==> src/rtcta_pkg.sv <==
// Constants, register map and state types for the RTC timekeeping block
package rtcta_pkg;
	// Clock rates
	localparam int unsigned     RTCTA_MCLK_HZ      = 100_000_000;
	localparam int unsigned     RTCTA_XTAL_HZ      = 32_768;
	localparam int unsigned     RTCTA_CAL500_HZ    = 500;
	localparam int unsigned     RTCTA_CAL500_HALF  = RTCTA_MCLK_HZ / (2 * RTCTA_CAL500_HZ);
	localparam logic [26:0]     RTCTA_PHASE_MOD    = 27'(RTCTA_MCLK_HZ);
	localparam logic [26:0]     RTCTA_PHASE_INC    = 27'(RTCTA_XTAL_HZ);
	// Trim scaling
	localparam logic [19:0]     RTCTA_PPM_MOD      = 20'hf4240;
	localparam logic [9:0]      RTCTA_PPM_LIMIT    = 10'h0f8;
	localparam logic [9:0]      RTCTA_PPM_PER_LSB  = 10'h002;
	localparam logic [8:0]      RTCTA_TRIM_MAX     = 9'(RTCTA_PPM_LIMIT / RTCTA_PPM_PER_LSB);
	// Counter end values
	localparam logic [7:0]      RTCTA_PRESCALE_END = 8'hff;
	localparam logic [6:0]      RTCTA_SUBSEC_END   = 7'h7f;
	localparam logic [7:0]      RTCTA_SEC_END      = 8'h3b;
	localparam logic [7:0]      RTCTA_MIN_END      = 8'h3b;
	localparam logic [7:0]      RTCTA_HOUR_END_24  = 8'h17;
	localparam logic [7:0]      RTCTA_HOUR_END_256 = 8'hff;
	// Register indices; byte address is four times the index
	localparam logic [7:0]      RTCTA_IDX_SETTINGS = 8'ha1;
	localparam logic [7:0]      RTCTA_IDX_SUBSEC   = 8'ha2;
	localparam logic [7:0]      RTCTA_IDX_SEC      = 8'ha3;
	localparam logic [7:0]      RTCTA_IDX_MIN      = 8'ha4;
	localparam logic [7:0]      RTCTA_IDX_HOUR     = 8'ha5;
	localparam logic [7:0]      RTCTA_IDX_LIMIT    = 8'ha6;
	localparam logic [7:0]      RTCTA_IDX_NOMINAL  = 8'hf6;
	localparam logic [7:0]      RTCTA_IDX_THERMAL  = 8'hf7;
	localparam logic [7:0]      RTCTA_IDX_PINCFG   = 8'hff;
	// Settings register fields
	localparam int unsigned     RTCTA_SET_MIDNIGHT = 7;
	localparam int unsigned     RTCTA_SET_DAYWRAP  = 6;
	localparam int unsigned     RTCTA_SET_BASE_LO  = 4;
	localparam int unsigned     RTCTA_SET_SINGLE   = 3;
	localparam int unsigned     RTCTA_SET_ALARM    = 2;
	localparam int unsigned     RTCTA_SET_ENABLE   = 1;
	localparam int unsigned     RTCTA_SET_RSVD     = 0;
	// Pin configuration fields
	localparam int unsigned     RTCTA_PIN_OUT_EN   = 7;
	localparam int unsigned     RTCTA_PIN_RATE_LO  = 5;

	// Interval tick base
	typedef enum logic [1:0] {
		RTCTA_BASE_SUBSEC,
		RTCTA_BASE_SEC,
		RTCTA_BASE_MIN,
		RTCTA_BASE_HOUR
	} rtcta_base_t;

	// Calibration pulse rate
	typedef enum logic [1:0] {
		RTCTA_RATE_1HZ,
		RTCTA_RATE_512HZ,
		RTCTA_RATE_500HZ,
		RTCTA_RATE_16KHZ
	} rtcta_rate_t;

	// Trim tick generator state
	typedef struct packed {
		logic [26:0] phase;
		logic [19:0] ppm_acc;
		logic        pend;
		logic        tick;
	} rtcta_trim_t;

	localparam rtcta_trim_t RTCTA_TRIM_RST = '{default: '0};

	// Timekeeping block state
	typedef struct packed {
		logic [7:0]  prescale;
		logic [6:0]  subsec;
		logic [7:0]  sec;
		logic [7:0]  min;
		logic [7:0]  hour;
		logic [7:0]  limit;
		logic [7:0]  nominal;
		logic [7:0]  thermal;
		logic        midnight;
		logic        day_wrap_select;
		rtcta_base_t tick_base;
		logic        single_shot_sel;
		logic        alarm;
		logic        ivl_enable;
		logic [7:0]  ivl_cnt;
		logic        ivl_done;
		logic        trim_pulse_out_en;
		rtcta_rate_t trim_pulse_rate;
		logic [16:0] div500;
		logic        sq500;
		logic        cal_pin;
		logic        event_p;
		logic [31:0] prdata;
	} rtcta_state_t;

	localparam rtcta_state_t RTCTA_STATE_RST = '{day_wrap_select: 1'b1, tick_base: RTCTA_BASE_SUBSEC,
		trim_pulse_rate: RTCTA_RATE_1HZ, default: '0};
endpackage

==> src/rtcta_trim_tick.sv <==
// Calibrated 32.768 kHz tick enable with digital pulse insert and drop
`timescale 1ns/100ps
module rtcta_trim_tick
	import rtcta_pkg::*;
(
	// Clock and reset
	input  wire logic       i_mclk,
	input  wire logic       i_resetn,
	// Trim values, signed LSBs
	input  wire logic [7:0] i_nominal_trim,
	input  wire logic [7:0] i_thermal_trim,
	// Calibrated tick enable
	output logic            o_tick
);
	rtcta_trim_t        s_q;       // Registered state
	rtcta_trim_t        s_d;       // Next state
	logic signed [8:0]  sum;       // Raw trim sum
	logic signed [8:0]  clamped;   // Sum after limit
	logic [8:0]         mag;       // Magnitude in LSBs
	logic [19:0]        step;      // Magnitude in ppm
	logic [26:0]        phase_sum; // Phase plus increment
	logic [19:0]        ppm_sum;   // Error plus step
	logic               raw;       // Uncorrected tick

	// Trim sum, clamp and accumulators
	always_comb begin
		s_d = s_q;
		sum = $signed({i_nominal_trim[7], i_nominal_trim}) + $signed({i_thermal_trim[7], i_thermal_trim});
		clamped = sum;
		// Clamp to the correctable range
		if (sum > $signed(RTCTA_TRIM_MAX)) begin
			clamped = $signed(RTCTA_TRIM_MAX);
		end else if (sum < -$signed(RTCTA_TRIM_MAX)) begin
			clamped = -$signed(RTCTA_TRIM_MAX);
		end
		mag = clamped[8] ? 9'(-clamped) : 9'(clamped);
		step = 20'({1'b0, mag} * RTCTA_PPM_PER_LSB);
		// Fractional divider, mean rate exactly 32.768 kHz
		phase_sum = s_q.phase + RTCTA_PHASE_INC;
		raw = (phase_sum >= RTCTA_PHASE_MOD);
		s_d.phase = raw ? phase_sum - RTCTA_PHASE_MOD : phase_sum;
		ppm_sum = s_q.ppm_acc + step;
		// Extra tick placed one cycle after the real one
		s_d.tick = s_q.pend;
		s_d.pend = 1'b0;
		if (raw) begin
			if (ppm_sum >= RTCTA_PPM_MOD) begin
				// One million ppm of error collected: fix one pulse
				s_d.ppm_acc = ppm_sum - RTCTA_PPM_MOD;
				if (!clamped[8]) begin
					s_d.tick = 1'b1;
					s_d.pend = 1'b1;
				end
			end else begin
				s_d.ppm_acc = ppm_sum;
				s_d.tick = 1'b1;
			end
		end
	end

	// State register, power-on reset only
	always_ff @(posedge i_mclk) begin
		if (!i_resetn) begin
			s_q <= RTCTA_TRIM_RST;
		end else begin
			s_q <= s_d;
		end
	end

	assign o_tick = s_q.tick;
endmodule

==> src/rtcta_core.sv <==
// RTC timekeeping counters, interval alarm, trim and calibration output
//
// Register access over APB was chosen for this implementation.
`timescale 1ns/100ps
module rtcta_core
	import rtcta_pkg::*;
#(
	parameter int unsigned P_CAL500_HALF = RTCTA_CAL500_HALF
)(
	// Clock and resets
	input  wire logic        i_mclk,
	input  wire logic        i_resetn,
	input  wire logic        i_warm_resetn,
	// APB slave
	input  wire logic        i_psel,
	input  wire logic        i_penable,
	input  wire logic        i_pwrite,
	input  wire logic [11:0] i_paddr,
	input  wire logic [31:0] i_pwdata,
	output logic             o_pready,
	output logic [31:0]      o_prdata,
	output logic             o_pslverr,
	// Event towards interrupt controller
	output logic             o_clock_event,
	// Shared calibration pin
	output logic             o_cal_pin,
	output logic             o_cal_pin_en_n
);
	// Data path in short:
	// Fractional divider makes a mean 32.768 kHz enable
	// Trim inserts or drops single ticks of that enable
	// Eight-bit prescaler turns ticks into 1/128 s steps
	// Sub-second, seconds, minutes, hours carry in a chain
	// Interval counter follows one step of that chain
	// Calibration pin shows one of four square waves
	// All state but the trim divider's sits in one struct: one register process
	// holds the power-on reset, five combinational processes
	// work out everything else
	rtcta_state_t s_q;        // Registered state
	rtcta_state_t s_d;        // Next state
	logic         tick;       // Calibrated 32.768 kHz enable
	logic         subsec_tk;  // 1/128 s enable
	logic         sec_tk;     // One second enable
	logic         min_tk;     // One minute enable
	logic         hour_tk;    // One hour enable
	logic         day_wrap;   // Hours roll over
	logic         base_tk;    // Selected interval base
	logic [7:0]   ivl_next;   // Interval count plus one
	logic         alarm_evt;  // Interval alarm event
	logic         setup;      // APB setup cycle
	logic         wr;         // APB write access
	logic [7:0]   hour_end;   // Last hour value
	logic         cal_sel;    // Selected rate level

	// Low two address bits ignored; each register is one word
	// Upper index bits must be zero, so no aliases appear
	// True when the word address matches a register index
	function automatic logic hit(input logic [11:0] addr, input logic [7:0] idx);
		hit = (addr[11:2] == {2'b00, idx});
	endfunction

	// True for any mapped register
	function automatic logic mapped(input logic [11:0] addr);
		mapped = hit(addr, RTCTA_IDX_SETTINGS) || hit(addr, RTCTA_IDX_SUBSEC)
			|| hit(addr, RTCTA_IDX_SEC) || hit(addr, RTCTA_IDX_MIN)
			|| hit(addr, RTCTA_IDX_HOUR) || hit(addr, RTCTA_IDX_LIMIT)
			|| hit(addr, RTCTA_IDX_NOMINAL) || hit(addr, RTCTA_IDX_THERMAL)
			|| hit(addr, RTCTA_IDX_PINCFG);
	endfunction

	// Reserved bit reads one, so writing back a read value
	// keeps it set; the write itself ignores that bit
	// Settings register as software sees it
	function automatic logic [7:0] settings_byte(input rtcta_state_t s);
		logic [7:0] b;
		b = 8'h00;
		b[RTCTA_SET_MIDNIGHT] = s.midnight;
		b[RTCTA_SET_DAYWRAP] = s.day_wrap_select;
		b[RTCTA_SET_BASE_LO +: 2] = s.tick_base;
		b[RTCTA_SET_SINGLE] = s.single_shot_sel;
		b[RTCTA_SET_ALARM] = s.alarm;
		b[RTCTA_SET_ENABLE] = s.ivl_enable;
		b[RTCTA_SET_RSVD] = 1'b1;
		settings_byte = b;
	endfunction

	// Unmapped addresses read zero; the error flag says why
	// Counters read on the fly, a carry may land between reads
	// Read data for one address, zero above bit 7
	function automatic logic [31:0] read_word(input logic [11:0] addr, input rtcta_state_t s);
		logic [7:0] b;
		b = 8'h00;
		if (hit(addr, RTCTA_IDX_SETTINGS)) begin
			b = settings_byte(s);
		end else if (hit(addr, RTCTA_IDX_SUBSEC)) begin
			b = {1'b0, s.subsec};
		end else if (hit(addr, RTCTA_IDX_SEC)) begin
			b = s.sec;
		end else if (hit(addr, RTCTA_IDX_MIN)) begin
			b = s.min;
		end else if (hit(addr, RTCTA_IDX_HOUR)) begin
			b = s.hour;
		end else if (hit(addr, RTCTA_IDX_LIMIT)) begin
			b = s.limit;
		end else if (hit(addr, RTCTA_IDX_NOMINAL)) begin
			b = s.nominal;
		end else if (hit(addr, RTCTA_IDX_THERMAL)) begin
			b = s.thermal;
		end else if (hit(addr, RTCTA_IDX_PINCFG)) begin
			b = {s.trim_pulse_out_en, s.trim_pulse_rate, 5'h00};
		end
		read_word = {24'h000000, b};
	endfunction

	// Trims come straight from the registers; a new value
	// acts on the next tick, no write sequence needed
	// Power-on reset clears the divider phase, so the first
	// tick comes one full tick period after reset
	// Trimmed time base feeding every counter but the 500 Hz divider
	rtcta_trim_tick u_trim (
		.i_mclk         (i_mclk),
		.i_resetn       (i_resetn),
		.i_nominal_trim (s_q.nominal),
		.i_thermal_trim (s_q.thermal),
		.o_tick         (tick)
	);

	// Each enable is one cycle wide and nests in the one below
	// End values compare with >= so an out-of-range value
	// written by software wraps at its next carry instead of
	// running on through 255
	// Hours wrap is the day event; nothing sits above it
	// Counter cascade enables
	always_comb begin
		subsec_tk = tick && (s_q.prescale == RTCTA_PRESCALE_END);
		sec_tk = subsec_tk && (s_q.subsec == RTCTA_SUBSEC_END);
		min_tk = sec_tk && (s_q.sec >= RTCTA_SEC_END);
		hour_tk = min_tk && (s_q.min >= RTCTA_MIN_END);
		// Select set means 24 hours, cleared means 256 hours
		// Day length picked by the wrap select
		hour_end = s_q.day_wrap_select ? RTCTA_HOUR_END_24 : RTCTA_HOUR_END_256;
		day_wrap = hour_tk && (s_q.hour >= hour_end);
	end

	// Changing the base while enabled mixes two time bases
	// in the count already gathered; disable first
	// Interval base selection
	always_comb begin
		case (s_q.tick_base)
			RTCTA_BASE_SUBSEC: base_tk = subsec_tk;
			RTCTA_BASE_SEC:    base_tk = sec_tk;
			RTCTA_BASE_MIN:    base_tk = min_tk;
			RTCTA_BASE_HOUR:   base_tk = hour_tk;
			default:           base_tk = 1'b0;
		endcase
	end

	// 1 Hz, 512 Hz and 16 kHz come from the trimmed chain
	// 500 Hz comes from the system clock and carries no trim,
	// a short-window reference for the clock itself
	// Calibration rate selection
	always_comb begin
		case (s_q.trim_pulse_rate)
			RTCTA_RATE_1HZ:   cal_sel = s_q.subsec[6];
			RTCTA_RATE_512HZ: cal_sel = s_q.prescale[5];
			RTCTA_RATE_500HZ: cal_sel = s_q.sq500;
			RTCTA_RATE_16KHZ: cal_sel = s_q.prescale[0];
			default:          cal_sel = 1'b0;
		endcase
	end

	// No wait states: every access phase ends in one cycle
	// Read data is taken in setup, so a counter read shows
	// the value one cycle before the access edge
	// APB phase decode
	always_comb begin
		setup = i_psel && !i_penable;
		wr = i_psel && i_penable && i_pwrite;
		// Eight-bit counter wraps naturally
		ivl_next = s_q.ivl_cnt + 8'h01;
		alarm_evt = s_q.ivl_enable && !s_q.ivl_done && base_tk && (ivl_next == s_q.limit);
	end

	// Section order sets the priorities:
	// software writes beat a same-cycle counter carry,
	// hardware flag sets beat a same-cycle software clear,
	// warm reset beats all but time, prescaler, trims, 500 Hz divider and read data,
	// pin level is worked out last from the final enable
	// Next-state logic: counters, then software writes, then warm reset
	always_comb begin
		s_d = s_q;
		s_d.event_p = 1'b0;

		// Counters move only on their own enable; between
		// enables they are plain registers software may set
		// Prescaler and time counters on the trimmed tick
		if (tick) begin
			s_d.prescale = s_q.prescale + 8'h01;
		end
		if (subsec_tk) begin
			s_d.subsec = (s_q.subsec == RTCTA_SUBSEC_END) ? 7'h00 : s_q.subsec + 7'h01;
		end
		if (sec_tk) begin
			s_d.sec = (s_q.sec >= RTCTA_SEC_END) ? 8'h00 : s_q.sec + 8'h01;
		end
		if (min_tk) begin
			s_d.min = (s_q.min >= RTCTA_MIN_END) ? 8'h00 : s_q.min + 8'h01;
		end
		if (hour_tk) begin
			s_d.hour = day_wrap ? 8'h00 : s_q.hour + 8'h01;
		end

		// Limit zero is met only after a wrap, i.e. 256 ticks
		// Single shot keeps the count at zero until disabled
		// Interval counter
		if (!s_q.ivl_enable) begin
			// Disabled timer holds count and done in reset
			s_d.ivl_cnt = 8'h00;
			s_d.ivl_done = 1'b0;
		end else if (alarm_evt) begin
			// Either restart or stop until re-enabled
			s_d.ivl_cnt = 8'h00;
			s_d.ivl_done = s_q.single_shot_sel;
		end else if (base_tk && !s_q.ivl_done) begin
			s_d.ivl_cnt = ivl_next;
		end

		// Half period is a parameter so benches can shorten it
		// Runs free; warm reset leaves it alone
		// 500 Hz square wave from the system clock
		if (s_q.div500 >= 17'(P_CAL500_HALF - 1)) begin
			s_d.div500 = 17'h00000;
			s_d.sq500 = !s_q.sq500;
		end else begin
			s_d.div500 = s_q.div500 + 17'h00001;
		end

		// Held until the next setup, stable through the access
		// Read data captured in the setup cycle
		if (setup) begin
			s_d.prdata = read_word(i_paddr, s_q);
		end

		// Unmapped writes match nothing below and change nothing
		// Only the low byte of the write data is used
		// Register writes take effect at the access edge
		if (wr) begin
			if (hit(i_paddr, RTCTA_IDX_SETTINGS)) begin
				s_d.day_wrap_select = i_pwdata[RTCTA_SET_DAYWRAP];
				s_d.tick_base = rtcta_base_t'(i_pwdata[RTCTA_SET_BASE_LO +: 2]);
				s_d.single_shot_sel = i_pwdata[RTCTA_SET_SINGLE];
				s_d.ivl_enable = i_pwdata[RTCTA_SET_ENABLE];
				// Flags clear on zero; writing one does nothing
				if (!i_pwdata[RTCTA_SET_MIDNIGHT]) begin
					s_d.midnight = 1'b0;
				end
				if (!i_pwdata[RTCTA_SET_ALARM]) begin
					s_d.alarm = 1'b0;
				end
			end
			if (hit(i_paddr, RTCTA_IDX_SUBSEC)) begin
				s_d.subsec = i_pwdata[6:0];
			end
			if (hit(i_paddr, RTCTA_IDX_SEC)) begin
				s_d.sec = i_pwdata[7:0];
			end
			if (hit(i_paddr, RTCTA_IDX_MIN)) begin
				s_d.min = i_pwdata[7:0];
			end
			if (hit(i_paddr, RTCTA_IDX_HOUR)) begin
				s_d.hour = i_pwdata[7:0];
			end
			if (hit(i_paddr, RTCTA_IDX_LIMIT)) begin
				s_d.limit = i_pwdata[7:0];
			end
			if (hit(i_paddr, RTCTA_IDX_NOMINAL)) begin
				s_d.nominal = i_pwdata[7:0];
			end
			if (hit(i_paddr, RTCTA_IDX_THERMAL)) begin
				s_d.thermal = i_pwdata[7:0];
			end
			if (hit(i_paddr, RTCTA_IDX_PINCFG)) begin
				s_d.trim_pulse_out_en = i_pwdata[RTCTA_PIN_OUT_EN];
				s_d.trim_pulse_rate = rtcta_rate_t'(i_pwdata[RTCTA_PIN_RATE_LO +: 2]);
			end
		end

		// Day wrap and alarm in one cycle give one pulse;
		// the two flags tell them apart
		// Hardware set beats a same-cycle software clear
		if (day_wrap) begin
			s_d.midnight = 1'b1;
		end
		if (alarm_evt) begin
			s_d.alarm = 1'b1;
		end
		s_d.event_p = day_wrap || alarm_evt;

		// Keeping prescaler and sub-second count avoids losing
		// up to a second on every watchdog or external reset
		// Warm reset spares time, prescaler and trims
		if (!i_warm_resetn) begin
			s_d.limit = RTCTA_STATE_RST.limit;
			s_d.midnight = RTCTA_STATE_RST.midnight;
			s_d.day_wrap_select = RTCTA_STATE_RST.day_wrap_select;
			s_d.tick_base = RTCTA_STATE_RST.tick_base;
			s_d.single_shot_sel = RTCTA_STATE_RST.single_shot_sel;
			s_d.alarm = RTCTA_STATE_RST.alarm;
			s_d.ivl_enable = RTCTA_STATE_RST.ivl_enable;
			s_d.ivl_cnt = RTCTA_STATE_RST.ivl_cnt;
			s_d.ivl_done = RTCTA_STATE_RST.ivl_done;
			s_d.trim_pulse_out_en = RTCTA_STATE_RST.trim_pulse_out_en;
			s_d.trim_pulse_rate = RTCTA_STATE_RST.trim_pulse_rate;
			s_d.event_p = 1'b0;
		end

		// Source follows the registered rate, so a rate change
		// shows one cycle of the old source first
		// Pin level follows the selected rate while enabled
		s_d.cal_pin = s_d.trim_pulse_out_en && cal_sel;
	end

	// Inputs are synchronous to the system clock, so no
	// synchronisers sit in front of the reset or the bus
	// State register; only the power-on reset clears everything
	always_ff @(posedge i_mclk) begin
		if (!i_resetn) begin
			s_q <= RTCTA_STATE_RST;
		end else begin
			s_q <= s_d;
		end
	end

	// Ready and error follow the bus phase directly;
	// the next setup may follow the access at once
	// Zero-wait APB answer; unmapped addresses flag an error
	assign o_pready = i_psel && i_penable;
	assign o_pslverr = i_psel && i_penable && !mapped(i_paddr);
	assign o_prdata = s_q.prdata;

	// Event, pin level and pin enable all come from flops,
	// so no combinational glitch reaches the shared pin
	// Outputs from flops
	assign o_clock_event = s_q.event_p;
	assign o_cal_pin = s_q.cal_pin;
	assign o_cal_pin_en_n = !s_q.trim_pulse_out_en;
endmodule

==> config.mk <==
export PLATFORM = sky130hd
export DESIGN_NAME = rtcta_core
export DESIGN_NICKNAME = d
export VERILOG_FILES = /design/src/rtcta_pkg.sv /design/src/rtcta_trim_tick.sv /design/src/rtcta_core.sv
export SDC_FILE = /design/constraint.sdc
export NUM_CORES = 1
export LEC_CHECK = 0
export ABC_AREA = 1
export BUFFER_PORTS_ARGS = -buffer_cell sky130_fd_sc_hd__buf_2
export CELL_PAD_IN_SITES_DETAIL_PLACEMENT = 0
export CELL_PAD_IN_SITES_GLOBAL_PLACEMENT = 2
export CORE_MARGIN = 2
export CORE_UTILIZATION = 31
export CTS_BUF_LIST = sky130_fd_sc_hd__clkbuf_8
export DETAILED_ROUTE_END_ITERATION = 10
export PLACE_DENSITY_LB_ADDON = 0.08
export SLEW_MARGIN = 20
export SYNTH_ARGS = -nofsm -noshare
export SYNTH_HDL_FRONTEND = slang
export SYNTH_HIERARCHICAL = 1
export SYNTH_SLANG_ARGS = --single-unit
==> constraint.sdc <==
create_clock -name i_mclk -period 4.96 [get_ports i_mclk]
set_input_delay 0.992 -clock i_mclk [delete_from_list [all_inputs] [get_ports i_mclk]]
set_output_delay 0.992 -clock i_mclk [all_outputs]
set_load 0.01 [all_outputs]
After elaboration in Yosys (flattened, before gate mapping)
Index checks and enable logic that the tools add are counted.
{"block": "classes", "add_sub_neg": 13, "n_lt_le_gt_ge": 8, "n_eq_ne": 20, "mux": 44, "bitwise_logic": 3, "n_reduce_logical": 46}
{"op": "two-way mux 8 bit", "n": 22}
{"op": "== test 10 x 8 -> 1 bit, second input constant", "n": 9}
{"op": "two-way mux 62 bit", "n": 1}
{"op": "adder 8 x 1 -> 8 bit, second input constant", "n": 5}
{"op": "two-way mux 7 bit", "n": 4}
{"op": "adder 27 x 16 -> 27 bit, second input constant", "n": 1}
{"op": ">= comparator 27 bit, second input constant", "n": 1}
{"op": "two-way mux 27 bit", "n": 1}
{"op": "two-way mux 9 bit", "n": 3}
{"op": "subtractor 27 bit, second input constant", "n": 1}
{"op": "adder 20 x 10 -> 20 bit", "n": 1}
{"op": ">= comparator 20 bit, second input constant", "n": 1}
{"op": "two-way mux 20 bit", "n": 1}
{"op": "subtractor 20 bit, second input constant", "n": 1}
{"op": "adder 17 x 1 -> 17 bit, second input constant", "n": 1}
{"op": ">= comparator 17 bit, second input constant", "n": 1}
{"op": ">= comparator 8 x 6 -> 1 bit, second input constant", "n": 2}
{"op": "logical AND 1 bit", "n": 14}
{"op": "AND reduction 2 bit", "n": 6}
{"op": "AND reduction 3 bit", "n": 4}
{"op": "adder 8 x 8 -> 9 bit", "n": 1}
{"op": "greater-than comparator 9 x 8 -> 1 bit, second input constant", "n": 1}
{"op": "logical OR 1 bit", "n": 9}
{"op": "< comparator 9 x 8 -> 1 bit, second input constant", "n": 1}
{"op": "other kinds (19)", "n": 42}
{"block": "word_totals", "reg_bits": 159, "inputBits": 50, "output_inout_bits": 37, "word_cells": 161}

Logic depth before layout (Yosys ltp)
{"block": "logic_depth", "word_depth": 11, "ltp_mapped": 41, "depth_no_buf": 40}

By module
Netlist, hierarchy kept.
{"mod": "rtcta_core", "instances": 1, "cells_each": 903, "area_each_um2": 6203.4, "seq_area_each_um2": 2202.1}
{"mod": "rtcta_trim_tick", "instances": 1, "cells_each": 691, "area_each_um2": 4108.9, "seq_area_each_um2": 800.8}

Worst setup path after synthesis
OpenSTA, ideal clock, no wires.
{"block": "synth_path", "path_kind": "flip-flop to flip-flop", "startpoint": "register s_q[79] (netlist name)", "endpoint": "register u_trim/s_q[9] (netlist bit)", "setup_ns": 0.113, "t_arrival_ns": 4.932, "path_slack_ns": -0.085, "path_stages_with_launch": 32, "n_path_buf": 1, "synth_period_minus_slack_ns": 5.045, "path_cell_list": "dfxtp_1 -> ha_1 -> fa_1 -> nand3_1 -> nand2_1 -> a21boi_0 -> nand2_1 -> and2_1 -> o41ai_1 -> ha_1 -> inv_1 -> nand3_1 -> ha_1 -> o21ai_0 -> inv_1 -> ha_1 -> nand2_1 -> nand2_1 -> nand3_1 -> nand2_1 -> xnor2_1 -> ha_1 -> nand3_1 -> nand2_1 -> nand3_1 -> nand3_4 -> nand3_2 -> buf_6 -> nand2_1 -> nand2_1 -> o21ai_1 -> inv_1"}
{"element": "end signal, assigned", "line": "rtcta_trim_tick.sv:64", "text": "s_q <= RTCTA_TRIM_RST;"}
{"element": "end signal, assigned", "line": "rtcta_trim_tick.sv:66", "text": "s_q <= s_d;"}
{"element": "end, declared", "line": "rtcta_trim_tick.sv:15", "text": "rtcta_trim_t s_q;"}

==> run summary <==
The flow ran to the end, and the final reports show no timing, DRC or antenna violations. The share of the synthesized area in the top cell type was 0.2912; the number of input and output port buffers inserted was 36. The placed instances occupy a cell area of 11,520 um2. The average wire per cell in the routed design is 15.15 um, and the count of state elements after synthesis is 150.

The tool flagged a number of max-cap violations equal to 0. The finished cells cover 12,940 um2. The core region is 32,620 um2.

The routed design uses 16.28 mm of met2 wire. The H-tree was split into 4 levels. STA puts the critical path data required time at 5.35 ns.

Time the final worst path needs with I/O delays and setup: 4.799 ns. The tools report the combined area of all synthesized cells as 10,310 um2. TritonCTS built the clock tree. At the pin with the least slew margin, the transition time is 0.9845 ns. The ratio of total power to cell area is 187.2 nW/um2, and the number of sinks on the clock net is 150. Of all nets on the critical path, the largest fanout is 6.

Summed over all nets, wire length on met3 after detailed routing comes to 752 um. The first TritonRoute pass finished after 5 iterations. Sorting the synthesized cells by area gives the leading types as sky130_fd_sc_hd__dfxtp_1 (29%), sky130_fd_sc_hd__nand2_1 (13%), sky130_fd_sc_hd__inv_1 (8.3%), sky130_fd_sc_hd__a21oi_1 (6.3%), sky130_fd_sc_hd__nand3_1 (5.5%).

IR analysis of the VDD net gives a maximum drop of 0.0001477 V. The final weighted congestion in routability-driven placement was 0.8672. The biggest area contributor in the post-synthesis netlist is sky130_fd_sc_hd__dfxtp_1. Setup repair after global routing could not meet its margin everywhere. sky130_fd_sc_hd__nand2_1 is the most common cell in the netlist.

The starting density of the core is 0.3161, and the delay of the slowest critical-path stage is 0.35 ns. The share of post-route cells with drive strength above 1 was 0.2369. The most frequent cell on the critical path was sky130_fd_sc_hd__nand2_2. The floorplan step defined a die boundary enclosing 34,740 um2. The Yosys step of the flow raised 6 warnings. The worst max-slew margin expressed relative to the limit is 0.3412, and the share of flip-flops with an asynchronous set or reset is 0.

Predominant post-synthesis flop cell: sky130_fd_sc_hd__dfxtp_1. The achievable clock frequency was 208.4 MHz; the leakage power figure was 5.781 nW. The tools report the type of origin of the critical path as a register. The critical path arrival was 5.19 ns; the minimum setup slack among reg-to-reg paths was 0.16 ns.

After detailed routing, the number of remaining DRC violations is 0. On the final layout, the worst clock skew is 0.01779 ns. The fraction of the cycle the final worst path needs works out to 0.9676.

In the synthesized netlist, the cells that appear most often are sky130_fd_sc_hd__nand2_1 (365), sky130_fd_sc_hd__inv_1 (228), sky130_fd_sc_hd__dfxtp_1 (150). Among all stages on the critical path, the largest delay is contributed by sky130_fd_sc_hd__dfxtp_2. The tree is rooted in a sky130_fd_sc_hd__clkbuf_8. For this block, the initial DRC count from the detailed router was 517. The total overflow left after global routing is 0. The number of antenna diodes in the final layout is 0. For the number of hold-slack violations in the final timing report, the log shows 0. For this design the top-level I/O count stands at 87. The growth of design area from synthesis to finish was 25.52%; the count of standard-cell rows was 66. The worst setup path is of the register to register kind. At the end of the flow, the number of nets in the layout was 1,817.

The number of global-route vias before repair is 9,936, and the wire length of the first global-routing pass is 52.44 mm. After clock tree synthesis, the flow added hold-fix buffers numbering 0. Clock-pin slew of the registers on the worst-case setup and hold paths: 0.10 ns. The number of clock buffers added by TritonCTS is 17.

The sequential-to-total area share from yosys stat was 0.2912; the number of filler cells placed in the layout was 3,563. The final route contains 10,365 vias. The utilization after layout is 0.3968, and the setup violation total in the final timing report is 0.

The clock passes through at most 2 buffers. From bottom edge to top edge, the die measures 186.4 um. The detail route stage leaves a number of antenna-violating nets equal to 0.

The floorplan step set the die width to 186.4 um. The count of final max-slew check failures was 0; the combined global-route utilization of all metal layers was 0.1897. The number of unique standard cell types used by synthesis is 60, and the per-instance average area after synthesis is 6.470 um2. Signal routing reaches up to met4.

Hold slack: 0.4584 ns. Once detailed placement completed, the half-perimeter wirelength came to 25.13 mm. The pin count of the biggest net entering global routing is 37, and the number of instances in the synthesized netlist is 1,594. In this run, synthesis inferred 0 flip-flops with an integrated enable. Type of the worst min-delay path: register to register.

After detailed routing, the number of vias per cell comes to 4.744. The final wirelength is 33.11 mm. The run gives 0 as the initial antenna violation count.

The worst setup path is captured at a register. The detailed router put a total of 15.27 mm of wire on met1. The clock reaches the later pin of the worst-skew pair after 0.48 ns.
==> final cells by class <==
cell class,count,area (um2),area share
Timing Repair Buffer,159,1142,0.08826
Inverter,241,909.6,0.07028
Clock buffer,17,234.0,0.01808
Sequential cell,150,3008,0.2324
Multi-Input combinational cell,1161,6888,0.5321
Tap cell,442,553.0,0.04273
Clock inverter,15,209.0,0.01614
==> stage by stage <==
stage          power, mW  setup TNS (ns)  instances  setup slack (ns)
2_1_floorplan      1.319               0       1617           0.01623
4_1_cts            2.470               0       2178          0.003119
3_5_place_dp       1.353          -7.301       2135           -0.5305
5_1_grt            2.529          -1.391       2185           -0.1691
6_report           2.424               0       2185            0.1609
3_3_place_gp       1.354          -6.274       2135           -0.4755
==> where the power goes <==
| part | internal, mW | switching [mW] | total [mW] | leakage [nW] |
|---|---|---|---|---|
| clock | 0.522 | 0.576 | 1.10 | 0.226 |
| combinational | 0.0254 | 0.0842 | 0.110 | 4.34 |
| sequential | 1.21 | 0.00627 | 1.22 | 1.21 |
| total | 1.76 | 0.667 | 2.42 | 5.78 |
==> per-layer routing <==
metal / GRT usage / vias up
met5: 0 / -
met4: 0.05877 / 0
met3: 0.02878 / 38
met2: 0.3354 / 122
met1: 0.2366 / 4786
li1: - / 5419
==> critical path, delay by kind of cell, from the launching register on <==
family,cells,cell delay [ns]
flops,1,0.35
buf+inv,6,0.62
compound gates,2,0.51
xor+xnor,1,0.14
simple gates,24,1.82
fa+ha+maj,5,1.24
==> kinds of logic after synthesis <==
logic type,Yosys count,synth area share
other,1,0.0003636
adder cells (fa/ha/maj),37,0.04635
AO/OA/AOI/OAI,311,0.1687
AND/OR/NAND/NOR,749,0.3309
flip-flops,150,0.2912
XOR/XNOR,40,0.03397
buffers and inverters,306,0.1286
==> layout by cell type (no fill, tap or decap), types with 15 or more instances in the layout <==
| cell type | synthesis | final |
|---|---|---|
| sky130_fd_sc_hd__nand2_1 | 365 | 296 |
| sky130_fd_sc_hd__inv_1 | 228 | 220 |
| sky130_fd_sc_hd__dfxtp_1 | 150 | 146 |
| sky130_fd_sc_hd__a21oi_1 | 130 | 128 |
| sky130_fd_sc_hd__nor2_1 | 146 | 122 |
| sky130_fd_sc_hd__buf_4 | 34 | 115 |
| sky130_fd_sc_hd__o21ai_0 | 102 | 99 |
| sky130_fd_sc_hd__nand3_1 | 114 | 91 |
| sky130_fd_sc_hd__nand2_2 | 9 | 65 |
| sky130_fd_sc_hd__buf_2 | 7 | 36 |
| sky130_fd_sc_hd__nor3_1 | 36 | 35 |
| sky130_fd_sc_hd__nand4_1 | 32 | 32 |
| sky130_fd_sc_hd__xor2_1 | 29 | 25 |
| sky130_fd_sc_hd__ha_1 | 35 | 24 |
| sky130_fd_sc_hd__conb_1 | 1 | 24 |
| sky130_fd_sc_hd__nand3_2 | 4 | 20 |
| sky130_fd_sc_hd__nand2_4 | 6 | 19 |
| sky130_fd_sc_hd__nor2_4 | 7 | 18 |
| sky130_fd_sc_hd__nor2_2 | 4 | 17 |
| sky130_fd_sc_hd__clkbuf_8 | 0 | 17 |
| sky130_fd_sc_hd__inv_2 | 9 | 15 |
| sky130_fd_sc_hd__o21ai_1 | 18 | 15 |
==> path summary, 6_finish.rpt <==
check	from	to	cells past startpoint
max	s_q[71]	u_trim/s_q[15]	38
min	s_q[35]	s_q[35]	1
max reg2reg	s_q[71]	u_trim/s_q[15]	38
min reg2reg	s_q[35]	s_q[35]	1
==> flip-flops by register name, indices dropped and copies added, names as in the netlist <==
name,count
o_clock_event,1
o_prdata,8
u_trim/o_tick,1
s_q,100
u_trim/s_q,39
o_cal_pin,1
==> repair_timing <==
action                                 in CTS  in global routing
gates resized for setup                    90                121
cloned                                      0                  0
buffers inserted                           11                  7
pin swaps                                  51                 73
setup endpoints to repair                  16                 16
endpoints found under the hold margin       0                  0
(Power assumes the default switching activity.)
